`src/core/global_power_consts.vh`:
```
`ifndef GLOBAL_POWER_CONSTS_VH
`define GLOBAL_POWER_CONSTS_VH
// ==========================================
// Register offsets
`define GIC_ADDR 8'h0c
`define FTB_ADDR 8'h0d
`define PMC_ADDR 8'h0e
`define SDC_ADDR 8'h0f
// ==========================================
// Field positions
`define GIC_CLKSEL_HI 5
`define GIC_CLKSEL_LO 4
`define GIC_RESTORE 2
`define GIC_TAILTAG 1
`define GIC_PASSFC 0
`define PMC_PLLPD 5
`define PMC_MODE_HI 4
`define PMC_MODE_LO 3
// ==========================================
// Reset values
`define GIC_CLKSEL_RST 2'h1
`define GIC_RESTORE_RST 1'h1
`define FTB_RST 8'h00
`define SDC_RST 8'h50
// ==========================================
// Codes
`define CLK_SLOW 2'h0
`define CLK_MID 2'h1
`define CLK_FAST 2'h2
`define MODE_NORMAL 2'h0
`define MODE_ENERGY 2'h1
`define MODE_SOFTPD 2'h2
`define MODE_SAVING 2'h3
// ==========================================
// Timing
`define CLK_HZ 25000000
`define SLEEP_UNIT_MS 20
`define SLEEP_UNIT_CYC ((`CLK_HZ / 1000) * `SLEEP_UNIT_MS)
`endif

```
`src/core/switch_global_power_control.v`:
```
// Contract
// RL1: Clock field picks host interface clock rate
// RL2: Host keeps serial clocks within chosen limit
// RL3: Restore bit enables fifth port preamble rebuild
// RL4: Tail tag bit inserts byte on port five
// RL5: Pass bit forwards flow control frames
// RL6: PLL power-down bit: one disables loop
// RL7: Mode field selects power operating state
// RL8: Soft power down needs write without readback
// RL9: Sleep after continuous no-energy delay elapsed
// RL10: Strap low at reset preloads energy mode
`timescale 1ns/1ps
`include "global_power_consts.vh"
module switch_global_power_control #(
  parameter UNIT_CYCLES = `SLEEP_UNIT_CYC
) (
  input wire clk_in,
  input wire arst_n_in,
  input wire [7:0] addr_in,
  input wire [7:0] wdata_in,
  input wire wr_in,
  input wire rd_in,
  input wire power_strap_in,
  input wire energy_detect_in,
  output reg [7:0] rdata_out,
  output reg [1:0] host_clk_sel_out,
  output reg preamble_restore_out,
  output reg tail_tag_out,
  output reg pass_flow_control_out,
  output reg pll_disable_out,
  output reg [1:0] power_mode_out,
  output reg soft_power_down_out,
  output reg low_power_out
);
  // ==========================================
  // Register state
  reg [1:0] mode_field;
  reg [7:0] sleep_delay;
  reg strap_taken;
  reg pd_armed;
  reg [31:0] unit_cnt;
  reg [7:0] unit_total;
  reg [31:0] next_unit_cnt;
  reg [7:0] next_unit_total;
  wire wr_gic = wr_in && (addr_in == `GIC_ADDR);
  wire wr_pmc = wr_in && (addr_in == `PMC_ADDR);
  wire wr_sdc = wr_in && (addr_in == `SDC_ADDR);
  wire rd_pmc = rd_in && (addr_in == `PMC_ADDR);
  wire sleep_reached;

  // ==========================================
  // Strap capture
  // Strap is caught on the first clock after release, not in reset,
  // so that the reset branch loads constants only
  always @(posedge clk_in or negedge arst_n_in) begin
    if (!arst_n_in) begin
      strap_taken <= 1'b0;
    end else begin
      strap_taken <= 1'b1;
    end
  end

  // ==========================================
  // Global interface control
  always @(posedge clk_in or negedge arst_n_in) begin
    if (!arst_n_in) begin
      host_clk_sel_out <= `GIC_CLKSEL_RST;
    end else if (wr_gic) begin
      // Reserved code 11 is stored as written and driven out unchanged on host_clk_sel_out
      host_clk_sel_out <= wdata_in[`GIC_CLKSEL_HI:`GIC_CLKSEL_LO]; // [RL1]
    end
  end

  always @(posedge clk_in or negedge arst_n_in) begin
    if (!arst_n_in) begin
      preamble_restore_out <= `GIC_RESTORE_RST;
    end else if (wr_gic) begin
      preamble_restore_out <= wdata_in[`GIC_RESTORE]; // [RL3]
    end
  end

  always @(posedge clk_in or negedge arst_n_in) begin
    if (!arst_n_in) begin
      tail_tag_out <= 1'b0;
    end else if (wr_gic) begin
      tail_tag_out <= wdata_in[`GIC_TAILTAG]; // [RL4]
    end
  end

  always @(posedge clk_in or negedge arst_n_in) begin
    if (!arst_n_in) begin
      pass_flow_control_out <= 1'b0;
    end else if (wr_gic) begin
      pass_flow_control_out <= wdata_in[`GIC_PASSFC]; // [RL5]
    end
  end

  // ==========================================
  // Power management control
  // A mode field write landing on the strap edge loses to the strap; the PLL bit is still taken
  always @(posedge clk_in or negedge arst_n_in) begin
    if (!arst_n_in) begin
      mode_field <= `MODE_NORMAL;
    end else if (!strap_taken) begin
      mode_field <= power_strap_in ? `MODE_NORMAL : `MODE_ENERGY; // [RL10]
    end else if (wr_pmc) begin
      mode_field <= wdata_in[`PMC_MODE_HI:`PMC_MODE_LO]; // [RL7]
    end
  end

  always @(posedge clk_in or negedge arst_n_in) begin
    if (!arst_n_in) begin
      pll_disable_out <= 1'b0;
    end else if (wr_pmc) begin
      pll_disable_out <= wdata_in[`PMC_PLLPD]; // [RL6]
    end
  end

  // ==========================================
  // Sleep delay
  always @(posedge clk_in or negedge arst_n_in) begin
    if (!arst_n_in) begin
      sleep_delay <= `SDC_RST;
    end else if (wr_sdc) begin
      sleep_delay <= wdata_in; // [RL9]
    end
  end

  // ==========================================
  // Mode application
  // Soft power down arms on write and is cancelled by a readback
  always @(posedge clk_in or negedge arst_n_in) begin
    if (!arst_n_in) begin
      pd_armed <= 1'b0;
      soft_power_down_out <= 1'b0;
      power_mode_out <= `MODE_NORMAL;
    end else begin
      power_mode_out <= mode_field; // [RL7]
      if (wr_pmc) begin
        pd_armed <= (wdata_in[`PMC_MODE_HI:`PMC_MODE_LO] == `MODE_SOFTPD); // [RL8]
      end else if (rd_pmc) begin
        pd_armed <= 1'b0; // [RL8]
      end
      soft_power_down_out <= pd_armed && !rd_pmc && (mode_field == `MODE_SOFTPD); // [RL8]
    end
  end

  // ==========================================
  // Energy-detect sleep timer
  always @* begin
    next_unit_cnt = unit_cnt;
    next_unit_total = unit_total;
    if (mode_field != `MODE_ENERGY || energy_detect_in) begin
      next_unit_cnt = 32'h0;
      next_unit_total = 8'h00;
    end else if (unit_total < sleep_delay) begin
      if (unit_cnt == UNIT_CYCLES - 1) begin
        next_unit_cnt = 32'h0;
        next_unit_total = unit_total + 8'h01; // [RL9]
      end else begin
        next_unit_cnt = unit_cnt + 32'h1;
      end
    end
  end

  always @(posedge clk_in or negedge arst_n_in) begin
    if (!arst_n_in) begin
      unit_cnt <= 32'h0;
      unit_total <= 8'h00;
      low_power_out <= 1'b0;
    end else begin
      unit_cnt <= next_unit_cnt;
      unit_total <= next_unit_total;
      // Leaves low power on the next clock edge after energy returns
      low_power_out <= (mode_field == `MODE_ENERGY) && !energy_detect_in &&
                       sleep_reached; // [RL9]
    end
  end

  assign sleep_reached = (unit_total >= sleep_delay);

  // ==========================================
  // Register images for readback; reserved bits read as zero
  wire [7:0] gic_image;
  wire [7:0] pmc_image;
  assign gic_image = {2'h0, host_clk_sel_out, 1'b0, preamble_restore_out, tail_tag_out,
                      pass_flow_control_out};
  assign pmc_image = {2'h0, pll_disable_out, mode_field, 3'h0};

  // ==========================================
  // Read data, registered; unmapped reads return zero
  always @(posedge clk_in or negedge arst_n_in) begin
    if (!arst_n_in) begin
      rdata_out <= 8'h00;
    end else if (rd_in) begin
      case (addr_in)
        `GIC_ADDR: rdata_out <= gic_image;
        `FTB_ADDR: rdata_out <= `FTB_RST;
        `PMC_ADDR: rdata_out <= pmc_image;
        `SDC_ADDR: rdata_out <= sleep_delay;
        default: rdata_out <= 8'h00;
      endcase
    end
  end
endmodule // switch_global_power_control

```
`config.mk`:
```
export PLATFORM = sky130hd
export DESIGN_NAME = switch_global_power_control
export DESIGN_NICKNAME = d
export VERILOG_FILES = /design/src/core/switch_global_power_control.v
export VERILOG_INCLUDE_DIRS = /design/src /design/src/core
export SDC_FILE = /design/constraint.sdc
export NUM_CORES = 1
export LEC_CHECK = 0
export BUFFER_PORTS_ARGS = -buffer_cell sky130_fd_sc_hd__buf_2
export CAP_MARGIN = 15
export CORE_AREA = 2 2 83 85
export DETAILED_ROUTE_END_ITERATION = 10
export DIE_AREA = 0 0 85 87
export PLACE_DENSITY = 0.79
export SLEW_MARGIN = 15
export SYNTH_ARGS = -nofsm -noshare
export SYNTH_HDL_FRONTEND = slang
export SYNTH_SLANG_ARGS = --single-unit
```
`constraint.sdc`:
```
create_clock -name clk_in -period 3.1 [get_ports clk_in]
set_clock_uncertainty 0.2 [all_clocks]
set_input_delay 0 -clock clk_in [delete_from_list [all_inputs] [get_ports clk_in]]
set_output_delay 0 -clock clk_in [all_outputs]
set_load 0.01 [all_outputs]
```
==> metrics.txt <==
outcome=finished, final reports clean; Max Clk Rate=361 MHz; cell taking the most area after synthesis=dfrtp_1; worst vdd ir=365 uV; CP delay by family, top=simple AND/OR/NAND/NOR gates; crit path DAT=2.84 ns; Worst Hold Class=primary input to async pin; Core Area=0.00657 sq mm; Layout area overhead=18.3%; ys flop type=dfrtp_1; IO Count=40; first-iteration detailed-routing DRC count=171; CTS tree=yes; Post-synth EDFFs=0; Initial Utilization=0.570; Routed WL=8.82 mm; total CTS buffers=9; Sink Count=70; Worst Setup Start Kind=flip-flop; critical path depth=6; Die Ht=87 um; initial antenna violation count=0; via count=3,118; Synth area leaders=dfrtp_1 (44%), xnor2_1 (4.9%), mux2_2 (4.5%); drt via density=5.80; sequential fraction of the synthesis area=0.469; # diodes=0; fillcell total=518; Die W=85 um; Post-DRT Antenna Nets=0; area of the multi-input gates=0.00185 sq mm; Final Cycle Share=0.895; critical path class=flip-flop to flip-flop; vias in the first global route=3,115; max-slew violations=0; largest net degree at the start of global routing=35; Remaining DRCs=0; crit path cell chain=or4b_1, or4_1, or4_4, nor3_4, nand4_1, mux2i_1; root buf cell=clkbuf_8; FP Rows=30; clk_lat worst skew=0.36 ns; RSZ-0062 raised after global routing=no; Worst slew margin=0.502; #FFs+latches synth=70; die area=0.00740 sq mm; reg2reg end=unit_total[6]$_DFFE_PN0P_; Critical Path Max Stage Delay=0.53 ns; port bufs=39; Syn Inst Count=390; crit-path max FO=6; clock slew at the register clock pins of the worst setup and hold paths=0.09 ns; DP HPWL=6.01 mm; post-layout min period=2.77 ns; layout cells sized above 1=0.205; Yosys cell types=52; asr flop ratio synth=1.00; Crit-path slowest cell=or4b_1; final setup fails=0; Worst Reg-to-Reg Cells=6; final net count=485; element type at the critical path end=flip-flop; fin util=0.674; Max clock buf depth=2; first-pass GRT wire length=14.8 mm; Post-Route Setup TNS=0 ns; Final Hold Viols=0; YS warnings=0; synthesized area=0.00374 sq mm; max-cap viol count=0; Critical Path RT=3.17 ns; Worst Max-Slew Pin Slew=0.747 ns; placed cells=505; Wirelength per Cell=16.4 um; Pre-antenna DRT Iters=4; flop2flop setup slack=0.33 ns; syn_nets=422; register area=0.00176 sq mm; Total Routing Usage GR=0.254; fin cells=538; buffer and inverter count on the worst path=0; post-synth top area share=0.441; PD cells=430 mW/mm^2; gpl congestion=0.861; post-synthesis average cell area=9.60 sq um; # H-tree levels=3; Leak=0.00189 uW; Critical R2R Launch=unit_cnt[6]$_DFFE_PN0P_; grt total ovfl=0
state kept, by name (all words and copies together) (netlist names), 2 cells and up:
signal and cells:
unit_total 8, rdata_out 8, power_mode_out 2, unit_cnt 32, mode_field 2, host_clk_sel_out 2, sleep_delay 8
how the worst max path moves through the flow:
stage | slack [ns] | endpoint | from
3_5_place_dp | 0.33 | unit_total[5]$_DFFE_PN0P_ | unit_cnt[6]$_DFFE_PN0P_
5_1_grt | 0.18 | unit_cnt[22]$_DFFE_PN0P_ | sleep_delay[6]$_DFFE_PN1P_
3_3_place_gp | 0.42 | unit_total[5]$_DFFE_PN0P_ | unit_cnt[6]$_DFFE_PN0P_
4_1_cts | 0.33 | unit_total[6]$_DFFE_PN0P_ | unit_cnt[6]$_DFFE_PN0P_
6_report | 0.33 | unit_total[6]$_DFFE_PN0P_ | unit_cnt[6]$_DFFE_PN0P_
2_1_floorplan | 0.41 | unit_cnt[21]$_DFFE_PN0P_ | sleep_delay[6]$_DFFE_PN1P_
cell type report:
| class | instances | area share |
|---|---|---|
| clock buffer | 9 | 0.0280 |
| multi-input combinational | 285 | 0.417 |
| timing repair buffer | 66 | 0.0995 |
| clock inverter | 7 | 0.0181 |
| sequential | 70 | 0.397 |
| inverter | 21 | 0.0178 |
| tap | 80 | 0.0226 |
power by group:
| group | switching (uW) | internal, uW |
|---|---|---|
| clock network | 388 | 381 |
| registers | 14.1 | 930 |
| logic | 115 | 73.0 |
synthesized netlist by cell type, types with 4 or more instances:
library cell and n:
nor3_1 9, mux2i_1 7, a21oi_1 15, nor4_1 19, nand3_1 22, inv_1 21
ha_1 10, clkbuf_1 10, dfrtp_1 66, or4_1 4, mux2_2 15, and3_1 6
o21ai_0 17, o31ai_1 4, nand2b_1 4, nand4_1 15, dfstp_2 4, nor2_1 38
nand2_1 30, xnor2_1 21, a22o_1 4, o22ai_1 5
logic make-up after synthesis:
logic type | after synthesis | synth area share
AO/OA/AOI/OAI | 56 | 0.0909
flip-flops | 70 | 0.469
XOR/XNOR | 22 | 0.0515
other | 1 | 0.00100
buffers and inverters | 35 | 0.0388
multiplexers | 22 | 0.0639
adder cells (fa/ha/maj) | 10 | 0.0334
AND/OR/NAND/NOR | 174 | 0.251
worst reg2reg max path, stage by stage, from the launching register on:
cell and delay, ns:
dfrtp_1 0.44, or4b_1 0.53, or4_1 0.47, or4_4 0.47, nor3_4 0.23, nand4_1 0.16, mux2i_1 0.19
through the flow:
stage	setup WS, ns	instance area, sq um	power, uW	hold WS (ns)
6_report	0.327	4430	1900	0.0340
5_1_grt	0.177	4430	1980	0.0461
4_1_cts	0.326	4430	1910	0.0123
3_5_place_dp	0.330	4050	1130	-0.0869
3_3_place_gp	0.419	4050	1130	-0.101
2_1_floorplan	0.406	3740	1050	-0.496
layer usage:
metal / vias up / track usage / wire (um)
met5: - / 0 / 0
met4: 0 / 0.0981 / 93
met3: 9 / 0.0408 / 407
met2: 90 / 0.440 / 4460
met1: 1483 / 0.322 / 3850
li1: 1536 / - / -
layout by cell type, fill, tap and decap left out, types with 3 or more instances in the layout:
master	count
buf_2	39
nor4_1	19
mux2_2	15
or2_2	3
nand2_1	30
a21oi_1	15
or4_1	4
and2_1	3
or4b_1	3
o21ai_0	17
clkbuf_8	9
inv_6	3
nand2b_1	4
mux2i_1	7
o31ai_1	4
dfstp_2	4
ha_1	10
nor2_1	38
inv_1	21
dfrtp_1	66
nand4_1	15
o22ai_1	5
dlygate4sd3_1	17
nor3_1	9
buf_4	10
nand3_1	22
xnor2_1	21
a22o_1	4
and3_1	6
timing repair:
| item | in CTS | in global routing |
|---|---|---|
| resized for setup | 0 | 0 |
| endpoints found under the hold margin | 67 | 0 |
| buffers inserted | 0 | 0 |
| endpoints found under the setup margin | 0 | 0 |
| hold buffers | 17 | 0 |
Power figures use the tool's default switching activity.
